**src/hdl/acsb_pkg.sv**
```systemverilog
`default_nettype none
package acsb_pkg;
  // =====================================================
  // Register map
  localparam logic [7:0] ADDR_CFG_A = 8'h26;
  localparam logic [7:0] ADDR_CFG_B = 8'h27;
  localparam logic [7:0] ADDR_FILL  = 8'h30;
  localparam logic [7:0] ADDR_SYS   = 8'h31;
  localparam logic [7:0] ADDR_ASLP  = 8'h32;
  localparam logic [7:0] ADDR_PWR   = 8'h33;

  // =====================================================
  // Field positions
  localparam int BIT_ORDER     = 7;
  localparam int BIT_MODE_HI   = 6;
  localparam int BIT_MODE_LO   = 5;
  localparam int BIT_GATE      = 4;
  localparam int BIT_TRIG_IN   = 3;
  localparam int BIT_TRIG_OUT  = 2;
  localparam int BIT_TRIG_TILT = 0;
  localparam int BIT_FLUSH     = 7;
  localparam int BIT_WAKE_SRC  = 6;
  localparam int BIT_ACTIVE    = 0;
  localparam int BIT_EXT_SYNC  = 1;

  // =====================================================
  // Reset values and sizes
  localparam logic [7:0] CFG_A_RST  = 8'h00;
  localparam logic [6:0] CFG_B_RST  = 7'h00;
  localparam logic [7:0] ASLP_RST   = 8'h00;
  localparam logic [1:0] PWR_RST    = 2'h0;
  localparam logic [5:0] BUF_DEPTH  = 6'h20;

  // =====================================================
  // Modes and power states
  typedef enum logic [1:0] {
    MODE_OFF    = 2'h0,
    MODE_STREAM = 2'h1,
    MODE_STOP   = 2'h2,
    MODE_TRIG   = 2'h3
  } acsb_mode_type;

  typedef enum logic [2:0] {
    PS_STBY  = 3'h1,
    PS_WAKE  = 3'h2,
    PS_SLEEP = 3'h4
  } acsb_pwr_type;
endpackage : acsb_pkg
`default_nettype wire

```
**src/hdl/acsb_fill_if.sv**
```systemverilog
`timescale 1ns/1ps
`default_nettype none
interface acsb_fill_if;
  logic       store;
  logic       drop;
  logic       pop;
  logic       flush;
  logic       ovf_set;
  logic [5:0] wmrk;
  logic [5:0] cnt;
  logic       ovf;
  logic       wmk;
  logic [4:0] wr_ptr;
  logic [4:0] rd_ptr;
  modport ctl (output store, drop, pop, flush, ovf_set, wmrk,
               input  cnt, ovf, wmk, wr_ptr, rd_ptr);
  modport trk (input  store, drop, pop, flush, ovf_set, wmrk,
               output cnt, ovf, wmk, wr_ptr, rd_ptr);
endinterface : acsb_fill_if
`default_nettype wire

```
**src/hdl/acsb_fill_track.sv**
```systemverilog
`timescale 1ns/1ps
`default_nettype none
module acsb_fill_track import acsb_pkg::*; (
  input  wire logic clk_in,
  input  wire logic rst_in,
  acsb_fill_if.trk  fi
);
  typedef struct packed {
    logic [5:0] cnt;
    logic       ovf;
    logic       wmk;
    logic [4:0] wr;
    logic [4:0] rd;
  } acsb_trk_type;

  acsb_trk_type s_r;
  acsb_trk_type s_nxt;

  // =====================================================
  // Pointers and count
  always_comb begin
    s_nxt = s_r;
    if (fi.flush) begin
      s_nxt = '0;
    end
    if (fi.pop && s_r.cnt == 6'h01 && !fi.store) begin
      s_nxt.ovf = 1'b0;
    end
    s_nxt.wr  = s_nxt.wr + 5'(fi.store);
    s_nxt.rd  = s_nxt.rd + 5'(fi.pop | fi.drop);
    s_nxt.cnt = s_nxt.cnt + 6'(fi.store) - 6'(fi.pop | fi.drop);
    // Set wins over a same-cycle flush
    s_nxt.ovf = s_nxt.ovf | fi.ovf_set;
    s_nxt.wmk = (fi.wmrk != 6'h00) && (s_nxt.cnt >= fi.wmrk);
  end

  always_ff @(posedge clk_in) begin
    if (rst_in) begin
      s_r <= '0;
    end else begin
      s_r <= s_nxt;
    end
  end

  assign fi.cnt    = s_r.cnt;
  assign fi.ovf    = s_r.ovf;
  assign fi.wmk    = s_r.wmk;
  assign fi.wr_ptr = s_r.wr;
  assign fi.rd_ptr = s_r.rd;
endmodule : acsb_fill_track
`default_nettype wire

```
**src/hdl/acsb_sleep_timer.sv**
```systemverilog
`timescale 1ns/1ps
`default_nettype none
module acsb_sleep_timer import acsb_pkg::*; #(
  parameter int W = 8
) (
  input  wire logic         clk_in,
  input  wire logic         rst_in,
  input  wire logic         clear_in,
  input  wire logic         run_in,
  input  wire logic         tick_in,
  input  wire logic [W-1:0] period_in,
  output logic              expire_out
);
  typedef struct packed {
    logic [W-1:0] cnt;
    logic         exp;
  } acsb_tmr_type;

  acsb_tmr_type s_r;
  acsb_tmr_type s_nxt;

  // =====================================================
  // Output-rate period counter
  always_comb begin
    s_nxt = s_r;
    s_nxt.exp = 1'b0;
    if (clear_in || !run_in) begin
      s_nxt.cnt = '0;
    end else if (tick_in && period_in != '0) begin
      if (s_r.cnt == period_in - 1'b1) begin
        s_nxt.exp = 1'b1;
        s_nxt.cnt = '0;
      end else begin
        s_nxt.cnt = s_r.cnt + 1'b1;
      end
    end
  end

  always_ff @(posedge clk_in) begin
    if (rst_in) begin
      s_r <= '0;
    end else begin
      s_r <= s_nxt;
    end
  end

  assign expire_out = s_r.exp;
endmodule : acsb_sleep_timer
`default_nettype wire

```
**src/hdl/acsb_buf_ctrl.sv**
```systemverilog
// Functional notes
// Bit 3 enables inside-limits trigger
// Bit 2 enables outside-limits trigger
// Bit 0 enables tilt-change trigger
// Flush on disable, command, ungated wake/sleep
// Flush on standby to active or sync
// Gate set keeps contents across wake/sleep
// Disable clears flags and sample count
// Gate error and discard count cleared
// Triggered auto-sleep: wake, then flush, sleep
// Pre-trigger circular collection up to limit
// After trigger stay awake, ignore triggers
// Store remainder to full, flag, stop
// Host empties buffer before next capture
// Flush or empty re-arms; sleep first
// Triggered auto-sleep ignores gate, flushes
// Wake-holding events block triggered capture
// Mode codes off, stream, stop, trigger
// Flush command bit always reads zero
// Zero limit suppresses fill level flag
// Flush resets pointers and count together
`timescale 1ns/1ps
`default_nettype none
module acsb_buf_ctrl import acsb_pkg::*; #(
  parameter logic [5:0] DEPTH = BUF_DEPTH
) (
  input  wire logic       clk_in,
  input  wire logic       rst_in,
  input  wire logic [7:0] reg_addr_in,
  input  wire logic [7:0] reg_wdata_in,
  input  wire logic       reg_wr_in,
  input  wire logic       reg_rd_in,
  output logic      [7:0] reg_rdata_out,
  input  wire logic       sample_tick_in,
  input  wire logic       evt_inside_in,
  input  wire logic       evt_outside_in,
  input  wire logic       evt_tilt_in,
  input  wire logic       wake_event_in,
  input  wire logic       wake_hold_in,
  input  wire logic       host_pop_in,
  output logic            buf_store_out,
  output logic            buf_drop_out,
  output logic            buf_pop_out,
  output logic            buf_flush_out,
  output logic      [4:0] buf_wr_addr_out,
  output logic      [4:0] buf_rd_addr_out,
  output logic      [5:0] buf_count_out,
  output logic            store_full_flag_out,
  output logic            fill_level_flag_out,
  output logic      [2:0] pwr_state_out,
  output logic            lifo_sel_out
);
  typedef struct packed {
    logic [7:0]   cfg_a;
    logic [6:0]   cfg_b;
    logic [7:0]   aslp;
    logic [1:0]   pwr;
    acsb_pwr_type ps;
    logic         armed;
    logic         trig_done;
    logic         gate_closed;
    logic         gate_err;
    logic [4:0]   gate_cnt;
    logic [7:0]   rdata;
  } acsb_ctl_type;

  acsb_ctl_type  s_r;
  acsb_ctl_type  s_nxt;
  acsb_mode_type mode;
  logic [5:0]    wmrk;
  logic [5:0]    eff_cnt;
  logic          wr_a;
  logic          wr_b;
  logic          flush_cmd;
  logic          dis_wr;
  logic          ps_flush;
  logic          flush_any;
  logic          run_req;
  logic          trig_aslp;
  logic          hold;
  logic          trig_hit;
  logic          trig_acc;
  logic          accept;
  logic          gate_open;
  logic          st;
  logic          dr;
  logic          pp;
  logic          ovf_set;
  logic          discard;
  logic          emptied;
  logic          tmr_exp;

  acsb_fill_if fi ();

  function automatic logic reg_hit(input logic [7:0] adr, input logic [7:0] ref_adr);
    return adr == ref_adr;
  endfunction : reg_hit

  // =====================================================
  // Submodules
  acsb_fill_track u_fill (
    .clk_in (clk_in),
    .rst_in (rst_in),
    .fi     (fi.trk)
  );

  // Counting stops after a trigger so the capture is never cut short
  acsb_sleep_timer #(.W(8)) u_tmr (
    .clk_in     (clk_in),
    .rst_in     (rst_in),
    .clear_in   (wake_event_in),
    .run_in     (s_r.ps == PS_WAKE && !hold && !s_r.trig_done),
    .tick_in    (sample_tick_in),
    .period_in  (s_r.aslp),
    .expire_out (tmr_exp)
  );

  // =====================================================
  // Control
  always_comb begin
    s_nxt     = s_r;
    s_nxt.rdata = 8'h00;
    mode      = acsb_mode_type'(s_r.cfg_a[BIT_MODE_HI:BIT_MODE_LO]);
    wmrk      = s_r.cfg_b[5:0];
    wr_a      = reg_wr_in && reg_hit(reg_addr_in, ADDR_CFG_A);
    wr_b      = reg_wr_in && reg_hit(reg_addr_in, ADDR_CFG_B);
    flush_cmd = wr_b && reg_wdata_in[BIT_FLUSH];
    dis_wr    = wr_a && reg_wdata_in[BIT_MODE_HI:BIT_MODE_LO] == MODE_OFF;
    run_req   = s_r.pwr[BIT_ACTIVE] || s_r.pwr[BIT_EXT_SYNC];
    trig_aslp = mode == MODE_TRIG && s_r.aslp != 8'h00;
    // Flags only keep the part awake in stream and stop modes
    hold      = wake_hold_in || (s_r.cfg_b[BIT_WAKE_SRC] && (fi.ovf || fi.wmk)
                && (mode == MODE_STREAM || mode == MODE_STOP));
    trig_hit  = (evt_inside_in && s_r.cfg_a[BIT_TRIG_IN])
             || (evt_outside_in && s_r.cfg_a[BIT_TRIG_OUT])
             || (evt_tilt_in && s_r.cfg_a[BIT_TRIG_TILT]);
    // A capture needs a prior sleep when auto-sleep is in use
    trig_acc  = mode == MODE_TRIG && s_r.armed && !s_r.trig_done && trig_hit
             && (s_r.ps == PS_SLEEP || (s_r.aslp == 8'h00 && s_r.ps == PS_WAKE));

    ps_flush = 1'b0;
    unique case (s_r.ps)
      PS_STBY: begin
        if (run_req) begin
          s_nxt.ps = PS_WAKE;
          ps_flush = 1'b1;
        end
      end
      PS_WAKE: begin
        if (!run_req) begin
          s_nxt.ps = PS_STBY;
        end else if (tmr_exp && !hold && !s_r.trig_done && s_r.aslp != 8'h00) begin
          s_nxt.ps = PS_SLEEP;
          ps_flush = !s_r.cfg_a[BIT_GATE] || trig_aslp;
        end
      end
      PS_SLEEP: begin
        if (!run_req) begin
          s_nxt.ps = PS_STBY;
        end else if (wake_event_in || trig_acc) begin
          s_nxt.ps = PS_WAKE;
          // Pre-trigger samples must survive the trigger wake
          ps_flush = !s_r.cfg_a[BIT_GATE] && !trig_aslp;
        end
      end
    endcase

    flush_any = flush_cmd || dis_wr || ps_flush;
    eff_cnt   = flush_any ? 6'h00 : fi.cnt;
    gate_open = flush_any || !s_r.gate_closed;
    accept    = sample_tick_in && s_r.ps != PS_STBY && mode != MODE_OFF && !dis_wr;
    pp        = host_pop_in && fi.cnt != 6'h00 && !flush_any;
    st        = 1'b0;
    dr        = 1'b0;
    ovf_set   = 1'b0;
    discard   = 1'b0;
    if (accept) begin
      if (!gate_open) begin
        discard = 1'b1;
      end else begin
        unique case (mode)
          MODE_OFF: begin
          end
          MODE_STREAM: begin
            st = 1'b1;
            if (eff_cnt == DEPTH) begin
              dr      = !pp;
              ovf_set = 1'b1;
            end
          end
          MODE_STOP: begin
            if (eff_cnt < DEPTH || pp) begin
              st = 1'b1;
            end else begin
              ovf_set = 1'b1;
            end
          end
          MODE_TRIG: begin
            if (!s_r.trig_done && !trig_acc) begin
              if (wmrk != 6'h00) begin
                st = 1'b1;
                dr = eff_cnt >= wmrk && !pp;
              end
            end else if (!fi.ovf && eff_cnt < DEPTH) begin
              st      = 1'b1;
              ovf_set = eff_cnt == DEPTH - 6'h01 && !pp;
            end
          end
        endcase
      end
    end
    emptied = pp && fi.cnt == 6'h01 && !st;

    // Host must empty the capture before new data is taken
    if (flush_any || emptied) begin
      s_nxt.armed       = 1'b1;
      s_nxt.trig_done   = 1'b0;
      s_nxt.gate_closed = 1'b0;
      s_nxt.gate_err    = 1'b0;
      s_nxt.gate_cnt    = 5'h00;
    end
    if (trig_acc) begin
      s_nxt.trig_done = 1'b1;
      s_nxt.armed     = 1'b0;
    end
    if (s_r.ps != PS_STBY && s_nxt.ps != PS_STBY && s_nxt.ps != s_r.ps && !ps_flush
        && s_r.cfg_a[BIT_GATE] && !trig_aslp && fi.cnt != 6'h00) begin
      s_nxt.gate_closed = 1'b1;
    end
    if (discard) begin
      s_nxt.gate_err = 1'b1;
      if (s_r.gate_cnt != 5'h1F) begin
        s_nxt.gate_cnt = s_r.gate_cnt + 5'h01;
      end
    end

    if (wr_a) begin
      s_nxt.cfg_a = reg_wdata_in;
    end
    if (wr_b) begin
      s_nxt.cfg_b = reg_wdata_in[6:0];
    end
    if (reg_wr_in && reg_hit(reg_addr_in, ADDR_ASLP)) begin
      s_nxt.aslp = reg_wdata_in;
    end
    if (reg_wr_in && reg_hit(reg_addr_in, ADDR_PWR)) begin
      s_nxt.pwr = reg_wdata_in[1:0];
    end
    if (reg_rd_in) begin
      unique case (reg_addr_in)
        ADDR_CFG_A: s_nxt.rdata = s_r.cfg_a;
        ADDR_CFG_B: s_nxt.rdata = {1'b0, s_r.cfg_b};
        ADDR_FILL:  s_nxt.rdata = {fi.ovf, fi.wmk, fi.cnt};
        ADDR_SYS:   s_nxt.rdata = {s_r.gate_err, s_r.trig_done, s_r.armed, s_r.gate_cnt};
        ADDR_ASLP:  s_nxt.rdata = s_r.aslp;
        ADDR_PWR:   s_nxt.rdata = {3'h0, s_r.ps, s_r.pwr};
        default:    s_nxt.rdata = 8'h00;
      endcase
    end
  end

  always_ff @(posedge clk_in) begin
    if (rst_in) begin
      s_r <= '{cfg_a: CFG_A_RST, cfg_b: CFG_B_RST, aslp: ASLP_RST, pwr: PWR_RST,
               ps: PS_STBY, armed: 1'b1, trig_done: 1'b0, gate_closed: 1'b0,
               gate_err: 1'b0, gate_cnt: 5'h00, rdata: 8'h00};
    end else begin
      s_r <= s_nxt;
    end
  end

  // =====================================================
  // Outputs
  assign fi.store      = st;
  assign fi.drop       = dr;
  assign fi.pop        = pp;
  assign fi.flush      = flush_any;
  assign fi.ovf_set    = ovf_set;
  assign fi.wmrk       = wmrk;

  assign reg_rdata_out       = s_r.rdata;
  assign buf_store_out       = st;
  assign buf_drop_out        = dr;
  assign buf_pop_out         = pp;
  assign buf_flush_out       = flush_any;
  assign buf_wr_addr_out     = fi.wr_ptr;
  assign buf_rd_addr_out     = fi.rd_ptr;
  assign buf_count_out       = fi.cnt;
  assign store_full_flag_out = fi.ovf;
  assign fill_level_flag_out = fi.wmk;
  assign pwr_state_out       = s_r.ps;
  assign lifo_sel_out        = s_r.cfg_a[BIT_ORDER];
endmodule : acsb_buf_ctrl
`default_nettype wire

```
**config.mk**
```make
export PLATFORM = sky130hd
export DESIGN_NAME = acsb_buf_ctrl
export DESIGN_NICKNAME = d
export VERILOG_FILES = /design/src/hdl/acsb_pkg.sv /design/src/hdl/acsb_fill_if.sv /design/src/hdl/acsb_fill_track.sv /design/src/hdl/acsb_sleep_timer.sv /design/src/hdl/acsb_buf_ctrl.sv
export SDC_FILE = /design/constraint.sdc
export NUM_CORES = 1
export LEC_CHECK = 0
export ABC_CLOCK_PERIOD_IN_PS = 8800
export BUFFER_PORTS_ARGS = -buffer_cell sky130_fd_sc_hd__buf_4
export CORE_MARGIN = 10
export CORE_UTILIZATION = 62
export DETAILED_ROUTE_END_ITERATION = 16
export GPL_TIMING_DRIVEN = 0
export PLACE_DENSITY = 0.95
export SLEW_MARGIN = 20
export SYNTH_ARGS = -nofsm -noshare
export SYNTH_HDL_FRONTEND = slang
export SYNTH_SLANG_ARGS = --single-unit
```
**constraint.sdc**
```tcl
create_clock -name clk_in -period 8.8 [get_ports clk_in]
set_clock_uncertainty 0.1 [all_clocks]
set_input_delay 0 -clock clk_in [delete_from_list [all_inputs] [get_ports clk_in]]
set_output_delay 0 -clock clk_in [all_outputs]
set_load 0.005 [all_outputs]
```
---- Yosys cells after proc, flatten, opt, wreduce, memory -nomap -nowiden ----
Index checks and enable logic that the tools add are counted.
operators by class
  equality and inequality tests ........... 20
  reduce and logical (&&, ||, !) cells .... 82
  bitwise gates (word level) .............. 5
  div/mod/pow operators ................... 0
  mux-type cells .......................... 45
  add/subtract/negate cells ............... 7
  shift operators ......................... 0
  $mul .................................... 0
  $lt $le $gt $ge ......................... 3
operators by type and width
  kind                                                  number
  equality test 8 x 6 -> 1 bit (second input constant)  6
  one-hot mux 8 bit (6 select lines)                    1
  logical AND 1 bit                                     42
  two-way mux 1 bit                                     27
  two-way mux 18 bit                                    1
  logical OR 1 bit                                      15
  two-way mux 3 bit                                     5
  zero test 1 bit                                       13
  >= comparator 6 bit                                   2
  two-way mux 6 bit                                     2
  nonzero test 6 bit                                    2
  two-way mux 9 bit                                     1
  one-hot mux 1 bit (3 select lines)                    3
  one-hot mux 3 bit (3 select lines)                    1
  adder 8 x 1 -> 8 bit (second input constant)          1
  equality test 8 bit                                   1
  zero test 8 bit                                       1
  two-way mux 8 bit                                     1
  nonzero test 2 bit                                    4
  nonzero test 8 bit                                    1
  subtractor 8 x 1 -> 8 bit (second input constant)     1
  adder 6 x 1 -> 6 bit                                  1
  equality test 6 x 1 -> 1 bit (second input constant)  1
  equality test 6 x 5 -> 1 bit (second input constant)  1
  other kinds (22)                                      28
storage, ports and cells
  ROM bits ................................ 0
  bits in latches ......................... 0
  register bits after elaboration ......... 72
  bits in writable memories ............... 0
  output and inout port bits .............. 34
  memories ................................ 0

---- Depth between registers and ports, before layout ----
Gate-level depths: netlist of the first run.
  depth in word-level cells ............... 26
  gate-level depth with buffers ........... 30
  gate-level depth less buffers ........... 28

---- Hierarchy ----
From an unflattened synthesis of the first run, not the netlist that was laid out.
unflattened totals
  cell total of the unflattened synthesis .. 521
  area, all modules ....................... 4682.0 um2
modules (own cells, without submodules)
  module            times used  area each (um2)  cells each  sequential area each (um2)
  acsb_buf_ctrl     1           2879.0           315         900.9
  acsb_fill_track   1           1108.6           128         360.3
  acsb_sleep_timer  1           694.4            78          180.2

---- Worst setup path after synthesis of the first run ----
No wires, ideal clock.
  path kind ............................... reg2reg
  start point ............................. register s_r[22] (netlist bit)
  end point ............................... register u_fill.s_r, in the netlist u_fill.fi.wmk
  path buffers ............................ 2
  library setup time ...................... 0.134 ns
  arrival time ............................ 5.520 ns
  setup slack ............................. 3.046 ns
  stages on the path, launching flop included .. 29
  data required time ...................... 8.566 ns
  cells stage by stage .................... dfxtp_1 inv_1 ha_1 or4b_4 o21a_1 nand2b_1 a31oi_1 buf_2 buf_2 nand2_1 ha_1 nand2b_1 a2111oi_0 o31ai_1 nand3_1 a221o_1 a221oi_2 or2_1 ha_1 inv_1 ha_1 fa_1 ha_1 a21o_1 a21o_1 a21o_1 a21o_1 a21oi_1 a211oi_1
RTL lines
  what                    line                   RTL
  start, declared         acsb_buf_ctrl.sv:67    acsb_ctl_type s_r;
  start signal, assigned  acsb_buf_ctrl.sv:264   s_r <= '{cfg_a: CFG_A_RST, cfg_b: CFG_B_RST, aslp: ASLP_RST, pwr: PWR_RST,
  start signal, assigned  acsb_buf_ctrl.sv:268   s_r <= s_nxt;
  end signal, assigned    acsb_fill_track.sv:41  s_r <= s_nxt;
  end, declared           acsb_fill_track.sv:16  acsb_trk_type s_r;

==> impl_results.md, run 1 <==
- Final-report max-slew violation count: 0
- EDFF count, synth: 0
- Setup Fix Bufs, Post-CTS: 0
- Crit path DAT: roughly 6700 ps
- Total power: 0.990 mW
- Library cells used by synthesis: 67
- WP buf/inv: 4
- Peak VDD IR: 0.000185 V
- Largest net degree at the start of global routing: 15
- FF+latch area: 1440 µm²
- Pwr per Cell Area: 187 nW/µm²
- Fill cell count: 480
- DR WL/cell: 18.4 µm
- Status: finished, final reports clean
- Core area: roughly 7000 µm²
- F_max: 152 MHz
- Number of cells on the critical path: 28
- Commonest non-fill, non-tap cell in the layout: dfxtp_1
- Setup Viol. Count Final: 0
- Setup CP Type: flop to flop
- CP peak stage delay: between 500 and 600 ps
- Clock latency on the worst-skew pair: 360 ps
- Multi-input logic area: 2710 µm²
- Fin. Hold Viols: 0
- Post-Syn Instances: 518
- Die area: 10,900 µm²
- CTS Hold Bufs: 11
- Post-detailed-route DRC marker count: 0
- Netlist area before placement: between 4000 and 5000 µm²
- Area delta synth->final: 19.8%
- I/O pin count: 61
- CP max-delay cell: or4b_4
- Critical path fanouts, max: 10
- Final worst-path cycle share: 74.8%
- Worst EP required: 8930 ps
- CTS Sinks: 72
- Sequential-to-total area share from yosys stat: 32.7%
- Slew Limit Headroom: 39.1%
- Total grt overflow: 0
- Mapped Nets: 580
- PortBufs: just under 60
- Setup crit start kind: flop
- Synth Flop Type: dfxtp_1
- Initial antenna violation count: 0
- Worst Reg-to-Reg Cells: 28
- Most frequent CP cell: ha_1
- Starting Density: roughly 64%
- Hold depth: 4
- Chip Width: 104 µm
- Largest delay share family, worst path: compound AO/OA/AOI/OAI gates
- TritonCTS buffer count: 9
- Dpl hpwl: ~9700 µm
- Clk buf depth: 2
- Number of global-route vias before repair: 4,140
- CTS tree: built
- Hold Slack: 20.4 ps
- Layout cells sized above 1: a little under a fifth
- Initial DRC Count: 475
- Post-cts sizing count: 0
- Final #Nets: 661
- Die height: 104 µm
- Gr usage total: 22.9%
- Hold crit path type: primary input to flop
- First-pass GRT wire length: 20,700 µm
- DR pass1 iterations: 6
- Yosys warning count: 0
- Most frequent cells in the layout: 72 x dfxtp_1, 70 x buf_4, 50 x nand2_1
- Non-filler cells, final: 700
- RSZ-0062 raised after global routing: false
- Clk pin slew, worst setup/hold paths: 90 ps
- Routed WL: 12,900 µm
- Async S/R FF share, synth: 0%
- FP Rows: 30
- Avg Inst Size Synth: 8.52 µm²
- Slew @ Worst Pin: 910 ps
- Placed Cells: 673
- Diode count: 0
- Vias post-DR: 4,236
- Final ANT Viol Nets: 0
- Clock Tree Root: clkbuf_8
- P_leak: about 2.2 nW
- H-tree levels: 3
- # Max-Cap Violations: 0
- Worst Setup End Kind: flop
- Number of synthesized register bits: 72
- DR vias/cell: 6.05
- Final TNS setup: 0 ps
- Tmin final: roughly 6600 ps
- Gp weighted congestion: 1.01
[cell families (layout without fill, tap and decap cells)]
group | after synthesis | in the layout | synth area share (%)
AO/OA/AOI/OAI | 111 | 111 | 17.5
XOR/XNOR | 25 | 25 | 4.96
adder cells (fa/ha/maj) | 35 | 35 | 10.1
buffers and inverters | 56 | 142 | 5.81
flip-flops | 72 | 72 | 32.7
multiplexers | 28 | 28 | 6.55
AND/OR/NAND/NOR | 191 | 191 | 22.4
[tightest hold or removal path, cell delays in order]
cell and delay (ps):
buf_4 90, nor2b_1 60, o211ai_1 80, a21bo_1 200
[final timing paths]
| path | start | slack, ps | endpoint |
|---|---|---|---|
| max | s_r[22]$_SDFFE_PP0P_ | 2220 | u_fill.fi.wmk$_SDFF_PP0_ |
| min | rst_in | 20 | s_r[10]$_SDFF_PP0_ |
| max reg2reg | s_r[22]$_SDFFE_PP0P_ | 2220 | u_fill.fi.wmk$_SDFF_PP0_ |
| min reg2reg | fi.wmrk[4]$_SDFFE_PP0P_ | 390 | fi.wmrk[4]$_SDFFE_PP0P_ |
[Yosys cell counts (7+ instances only)]
master     n  share of area (%)
a22oi_1    9                1.5
buf_4     11                1.9
nand3_1   17                1.9
dfxtp_1   72                 33
o21ai_0   13                1.5
inv_1     23                2.0
nand2b_1  10                1.4
nor2_1    47                4.0
a21o_1     8                1.4
clkbuf_1  16                1.4
xor2_1    18                3.6
xnor2_1    7                1.4
and3_1     8                1.1
mux2_2     7                1.8
nand2_1   50                4.3
a21oi_1   35                4.0
ha_1      34                9.6
nor2b_1   20                2.8
mux2i_1   21                4.8
[registers in the layout (all words and copies together), names as in the netlist, 2 cells and up]
register	cells
pwr_state_out	3
reg_rdata_out	8
u_fill.fi.wr_ptr	5
fi.wmrk	6
u_tmr.s_r	8
mode	2
s_r	25
u_fill.fi.cnt	6
u_fill.fi.rd_ptr	5
[power by group]
part | internal, mW | switching, mW
Combinational | 0.171 | 0.178
Sequential | 0.341 | 0.0218
Clock | 0.134 | 0.143
[layer usage]
metal	track usage [%]	up-vias	routed length (µm)
met2	38.4	253	6130
met4	9.84	0	411
met5	0	-	0
met1	26.7	1960	5150
met3	6.26	45	1160
li1	-	1978	-
[area by class of cell]
type	count	area share, %
plain buffers	33	3.22
clock buffers	9	2.34
clock inverters	7	1.47
inverters	23	1.63
multi-input cells	390	51.3
flip-flops and latches	72	27.3
well taps	96	2.27
repair buffers	70	10.5
[per-stage QoR]
stage	area, µm²	setup slack, ps	utilization, %
floorplan	4410	3050	-
global placement	4970	2450	72.4
detailed placement	4970	2340	72.4
CTS	5290	2300	77.0
global route	5290	1800	77.0
finish	5290	2220	77.0
(Power assumes the default switching activity.)
==> run 2: changes to the inputs <==
Settings changed: ABC_CLOCK_PERIOD_IN_PS 8800 to 5900, CORE_UTILIZATION 62 to 52, PLACE_DENSITY 0.95 to 0.86.
Clock period 8.8 ns to 5.9 ns, I/O delays scaled along.
==> run 2 against run 1 <==
  * The run now ends with negative setup slack left
  * Total power rose by 63%
  * Global-route usage fell by 1.9 points
  * Setup slack got worse by 2400 ps
  * Wire length rose by 9.0%
  * Die area rose by 15%
  * Sequential share of layout area fell by 1.8 points
  * Via count rose by 2.9%
  * Largest power group is now combinational logic
==> impl_results.md, run 2 (same netlist as run 1, synthesis figures left out) <==
- DR vias/cell: 5.96 (-1.6%)
- Die area: 12,600 µm² (+15%)
- Pwr per Cell Area: 283 nW/µm² (+51%)
- Vias post-DR: 4,360 (+2.9%)
- Most frequent CP cell: a21o_1
- Setup CP Type: flop to flop
- Die height: 112 µm (+7.4%)
- Tmin final: 6050 ps (-533 ps)
- Worst EP required: 6020 ps (-2910 ps)
- I/O pin count: 61 (unchanged)
- PortBufs: 59 (unchanged)
- CTS tree: built
- Routed WL: 14,000 µm (+9.0%)
- Number of global-route vias before repair: 4,297 (+3.8%)
- CP max-delay cell: or4b_4
- DR WL/cell: 19.1 µm (+4.2%)
- Clock Tree Root: clkbuf_8
- Clk pin slew, worst setup/hold paths: 80 ps (about the same)
- Total grt overflow: 0 (unchanged)
- Fill cell count: 573 (+19%)
- CP peak stage delay: 500 ps (-30 ps)
- Gr usage total: 21.0% (-1.9 points)
- RSZ-0062 raised after global routing: true
- H-tree levels: 3 (unchanged)
- Starting Density: 53.7% (-11 points)
- Hold crit path type: primary input to flop
- Setup crit start kind: flop
- Layout cells sized above 1: 27.0% (+8.2 points)
- Chip Width: 112 µm (+7.4%)
- FP Rows: 33 (+10%)
- P_leak: 2.33 nW (+5.4%)
- Diode count: 0 (unchanged)
- F_max: 165 MHz (+8.8%)
- Hold Slack: 15.2 ps (-5.15 ps)
- Final #Nets: 684 (+3.5%)
- DR pass1 iterations: 8 (+2)
- Clock latency on the worst-skew pair: 360 ps (about the same)
- Slew Limit Headroom: 41.5% (+2.3 points)
- TritonCTS buffer count: 9 (unchanged)
- Post-route setup slack: -145 ps (-2370 ps)
- Commonest non-fill, non-tap cell in the layout: buf_4
- Largest net degree at the start of global routing: 14 (-1)
- First-pass GRT wire length: 21,800 µm (+5.2%)
- Clk buf depth: 2 (unchanged)
- CTS Sinks: 72 (unchanged)
- Setup Viol. Count Final: 1 (+1)
- Final ANT Viol Nets: 0 (unchanged)
- Critical path fanouts, max: 6 (-4)
- Dpl hpwl: 9600 µm (-0.62%)
- Final-report max-slew violation count: 0 (unchanged)
- Largest Register: s_r
- Final worst-path cycle share: 102% (+28 points)
- Slew @ Worst Pin: 875 ps (-35.1 ps)
- # Max-Cap Violations: 0 (unchanged)
- Initial DRC Count: 484 (+1.9%)
- Final TNS setup: -145 ps (-145 ps)
- FF+latch area: 1450 µm² (+0.52%)
- Failing checks: negative setup slack
- Most frequent cells in the layout: 93 x buf_4, 68 x dfxtp_1, 47 x nor2_1
- Gp weighted congestion: 0.951 (-5.7%)
- Worst Setup End Kind: flop
- Status: finished, violations left
- Post-detailed-route DRC marker count: 0 (unchanged)
- Fin. Hold Viols: 0 (unchanged)
- Largest register FFs: 25 (unchanged)
- Core area: 8220 µm² (+20%)
- Multi-input logic area: 2920 µm² (+7.5%)
- Crit path DAT: 6170 ps (-540 ps)
- Area delta synth->final: 29.1%
- Setup WS pre-CTS: -578 ps (-2910 ps)
- Peak VDD IR: 0.000246 V (+33%)
- Initial antenna violation count: 0 (unchanged)
-- run 2: changes by cell type in the layout (fill, tap and decap cells not counted), moves of 3 or more --
cell	previous run	this run
nand2_4	0	3
ha_1	34	27
buf_4	70	93
nand2_2	0	3
nand2_1	50	44
ha_4	0	7
inv_1	23	17
inv_2	0	4
dfxtp_2	0	3
dfxtp_1	72	68
-- run 2: cell type report --
class                   count  area share, %
flip-flops and latches     72           25.4
inverters                  23           1.60
clock buffers              10           2.24
well taps                 105           2.31
plain buffers              32           3.07
multi-input cells         390           51.2
repair buffers             94           12.9
clock inverters             6           1.21
-- run 2: critical path: cells and delay by family (launching register included) --
kind,cells,cell delay [ps]
adders and majority gates,6,1480
AOI/OAI and AO/OA,12,2500
DFF,1,350
buffers and inverters,5,480
and+or+nand+nor,5,970
-- run 2: metal layers --
layer | track usage [%] | share of wire [%] | vias to the layer above
met5 | 0 | 0 | -
met4 | 10.7 | 4.6 | 0
met3 | 5.32 | 8.3 | 63
met2 | 34.4 | 47 | 246
met1 | 24.9 | 40 | 2024
li1 | - | - | 2027
-- run 2: worst paths after layout --
check | from | end | slack [ps] | cells past startpoint
max reg2reg | s_r[22]$_SDFFE_PP0P_ | u_fill.fi.wmk$_SDFF_PP0_ | -150 | 28
min reg2reg | s_r[38]$_SDFFE_PP0P_ | s_r[38]$_SDFFE_PP0P_ | 400 | 2
max | s_r[22]$_SDFFE_PP0P_ | u_fill.fi.wmk$_SDFF_PP0_ | -150 | 28
min | wake_hold_in | u_tmr.expire_out$_SDFF_PP0_ | 20 | 5
-- run 2: what timing repair did --
action | 4_1_cts | 5_1_grt
endpoints found under the setup margin | 1 | 1
buffers inserted | 18 | 6
endpoints found under the hold margin | 27 | 0
hold buffers | 11 | 0
gates resized for setup | 44 | 11
pin swaps | 23 | 20
-- run 2: per-stage QoR --
stage          area, µm²  util (%)  cells  power, mW
2_1_floorplan       4410         -    518      0.891
3_3_place_gp        4990      60.7    682       1.03
3_5_place_dp        4990      60.7    682       1.05
4_1_cts             5590      68.1    727       1.53
5_1_grt             5700      69.3    732       1.69
6_report            5700      69.3    732       1.61
-- run 2: report_power, final --
group          switching [mW]  internal (mW)
Sequential             0.0406          0.509
Combinational           0.333          0.326
Clock                   0.207          0.198
==> run 3: changes to the inputs <==
Settings changed: CORE_ASPECT_RATIO set to 0.9, REMOVE_ABC_BUFFERS set to 1.
==> run 3 against run 2 <==
  * The flow still finishes with violations (negative setup slack)
  * Setup slack better by 42 ps
  * Core utilization down 1.8 points
  * Hold slack better by 27 ps
  * Maximum frequency up 0.70%
  * Cell area is 3.4% lower
  * Via count decreased by 3.5%
  * Count of clock-buffer cells in the layout fell by 1
  * Total power increased by 1.2%
  * Register-to-register slack improved by 40 ps
  * Largest cell class unchanged
==> impl_results.md, run 3 (same netlist as run 1, synthesis figures left out) <==
- Largest net degree at the start of global routing: 50 (+36)
- Clk buf depth: 2 (unchanged)
- Routed WL: 13,100 µm (-6.4%)
- Starting Density: 54.2% (+0.47 points)
- Final core occ: 67.5% (-1.8 points)
- Clock Tree Root: clkbuf_8
- Status: finished, violations left
- Most frequent cells in the layout: 77 x buf_4, 68 x dfxtp_1, 47 x nor2_1
- Gr usage total: 19.6% (-1.4 points)
- FP Rows: 31 (-6.1%)
- Peak VDD IR: 0.000192 V (-22%)
- Dpl hpwl: 8700 µm (-9.3%)
- Total grt overflow: 0 (unchanged)
- Hold Slack: 42.1 ps (+26.9 ps)
- Worst EP required: 6040 ps (+20 ps)
- Largest register FFs: 25 (unchanged)
- Final worst-path cycle share: 102% (-0.72 points)
- Post-route setup slack: -103 ps (+42.2 ps)
- Worst flop-to-flop path startpoint: s_r[22]$_SDFFE_PP0P_
- Setup WS pre-CTS: -411 ps (+167 ps)
- # Max-Cap Violations: 0 (unchanged)
- CTS Sinks: 72 (unchanged)
- Comb pwr share: 38.4% (-2.4 points)
- Clk pin slew, worst setup/hold paths: 90 ps (about the same)
- Hold Crit Endpoint: s_r[38]$_SDFFE_PP0P_
- Tmin final: 6000 ps (-42.2 ps)
- Pint: 1.05 mW (+1.8%)
- Failing checks: negative setup slack
- Fill cell count: 594 (+3.7%)
- Setup CP Type: flop to flop
- Number of global-route vias before repair: 4,077 (-5.1%)
- Worst Setup End Kind: flop
- Setup Viol. Count Final: 1 (unchanged)
- Reg power frac: 33.6% (-0.5 points)
- First-pass GRT wire length: 20,200 µm (-7.3%)
- Hold depth: 3 (-2)
- Reg2reg end: u_fill.fi.wmk$_SDFF_PP0_
- Worst Reg-to-Reg Cells: 28 (unchanged)
- Total power: 1.63 mW (+1.2%)
- Final-report max-slew violation count: 0 (unchanged)
- Hold crit path type: primary input to flop
- Fin. Hold Viols: 0 (unchanged)
- Pwr per Cell Area: 297 nW/µm² (+4.8%)
- I/O pin count: 61 (unchanged)
- Slew Limit Headroom: 39.4% (-2.0 points)
- Clock latency on the worst-skew pair: 370 ps (about the same)
- Final #Nets: 650 (-5.0%)
- H-tree levels: 3 (unchanged)
- Slew @ Worst Pin: 905 ps (+30.3 ps)
- Setup crit start kind: flop
- Largest Register: s_r
- PortBufs: 60 (+1.7%)
- Final ANT Viol Nets: 0 (unchanged)
- DR pass1 iterations: 6 (-2)
- CP max-delay cell: or4b_4
- Crit path DAT: 6140 ps (-30 ps)
- Area delta synth->final: 24.7%
- Die area: 12,600 µm² (about the same)
- RSZ-0062 raised after global routing: true
- CP peak stage delay: 490 ps (about the same)
- Diode count: 0 (unchanged)
- Final TNS setup: -103 ps (+42.2 ps)
- Die height: 107 µm (-4.2%)
- Vias post-DR: 4,207 (-3.5%)
- Switching power: 0.582 mW (+0.13%)
- F_max: 167 MHz (+0.70%)
- Most frequent CP cell: a21o_1
- Clock power frac: 28.0% (+2.9 points)
- Switching part of the total: 35.6% (-0.38 points)
- DR WL/cell: 19.0 µm (-0.94%)
- P_leak: 2.24 nW (-3.8%)
- Critical path fanouts, max: 8 (+2)
- Chip Width: 117 µm (+4.4%)
- CTS tree: built
- DR vias/cell: 6.08 (+2.1%)
- Initial antenna violation count: 0 (unchanged)
- R2R setup slack: -100 ps (+40 ps)
- Initial DRC Count: 513 (+6.0%)
- Post-detailed-route DRC marker count: 0 (unchanged)
- Layout cells sized above 1: 24.8% (-2.2 points)
- Hold Crit Start: reg_addr_in[0]
- Core area: 8150 µm² (-0.87%)
- Gp weighted congestion: 0.971 (+2.1%)
- Commonest non-fill, non-tap cell in the layout: buf_4
- TritonCTS buffer count: 9 (unchanged)
-- run 3: cell types whose count changed in the layout (fill, tap and decap cells not counted), sizes merged --
cell and change:
dlygate4sd3 +2, clkinv -2, clkinvlp +1, inv +1, clkbuf -17, buf -20, bufinv +1
-- run 3: metrics by stage --
| stage | std cells | area, µm² |
|---|---|---|
| 2_1_floorplan | 485 | 4240 |
| 3_3_place_gp | 644 | 4820 |
| 3_5_place_dp | 645 | 4830 |
| 4_1_cts | 683 | 5320 |
| 5_1_grt | 692 | 5500 |
| 6_report | 692 | 5500 |
-- run 3: what timing repair did --
item | 4_1_cts | 5_1_grt
pin swaps | 11 | 19
gates resized for setup | 18 | 22
setup endpoints to repair | 1 | 1
endpoints found under the hold margin | 28 | 0
setup buffers | 9 | 9
hold buffers | 13 | 0
-- run 3: how the worst max path moves through the flow --
stage	endpoint	slack, ps	cells past startpoint	from
floorplan	u_fill.fi.wmk$_SDFF_PP0_	-230	26	s_r[22]$_SDFFE_PP0P_
CTS	u_fill.fi.wmk$_SDFF_PP0_	6	28	s_r[22]$_SDFFE_PP0P_
global route	u_fill.fi.wmk$_SDFF_PP0_	-340	28	s_r[22]$_SDFFE_PP0P_
detailed placement	u_fill.fi.wmk$_SDFF_PP0_	-410	27	s_r[22]$_SDFFE_PP0P_
finish	u_fill.fi.wmk$_SDFF_PP0_	-100	28	s_r[22]$_SDFFE_PP0P_
global placement	u_fill.fi.wmk$_SDFF_PP0_	-1170	26	s_r[22]$_SDFFE_PP0P_
-- run 3: cell type report --
class	count	area, µm²	share of cell area (%)
multi-input combinational	390	2880	52.4
sequential	72	1450	26.3
timing repair buffer	92	731	13.3
clock buffer	9	124	2.25
tap	99	124	2.25
clock inverter	7	101	1.84
inverter	23	88.8	1.61
-- run 3: critical path, delay by kind of cell, from the launching register on --
| family | cells | cell delay [ps] |
|---|---|---|
| AOI/OAI and AO/OA | 13 | 2310 |
| adders and majority gates | 6 | 1580 |
| and+or+nand+nor | 5 | 1020 |
| buffers and inverters | 4 | 510 |
| DFF | 1 | 350 |
-- run 3: power groups by stage --
stage	clock [mW]	combinational, mW	sequential, mW
after global routing	0.474	0.690	0.553
after floorplan	0	0.339	0.544
after global placement	0	0.470	0.554
after detailed placement	0	0.499	0.553
after CTS	0.455	0.547	0.543
final	0.457	0.627	0.549
-- run 3: metal layers --
metal | part of all wire [%] | track usage [%] | vias to the layer above | routed length, µm
met1 | 40 | 23.9 | 1984 | 5210
li1 | - | - | 1963 | -
met4 | 3.4 | 7.58 | 0 | 447
met5 | 0 | 0 | - | 0
met2 | 48 | 32.6 | 214 | 6290
met3 | 8.9 | 4.52 | 46 | 1170
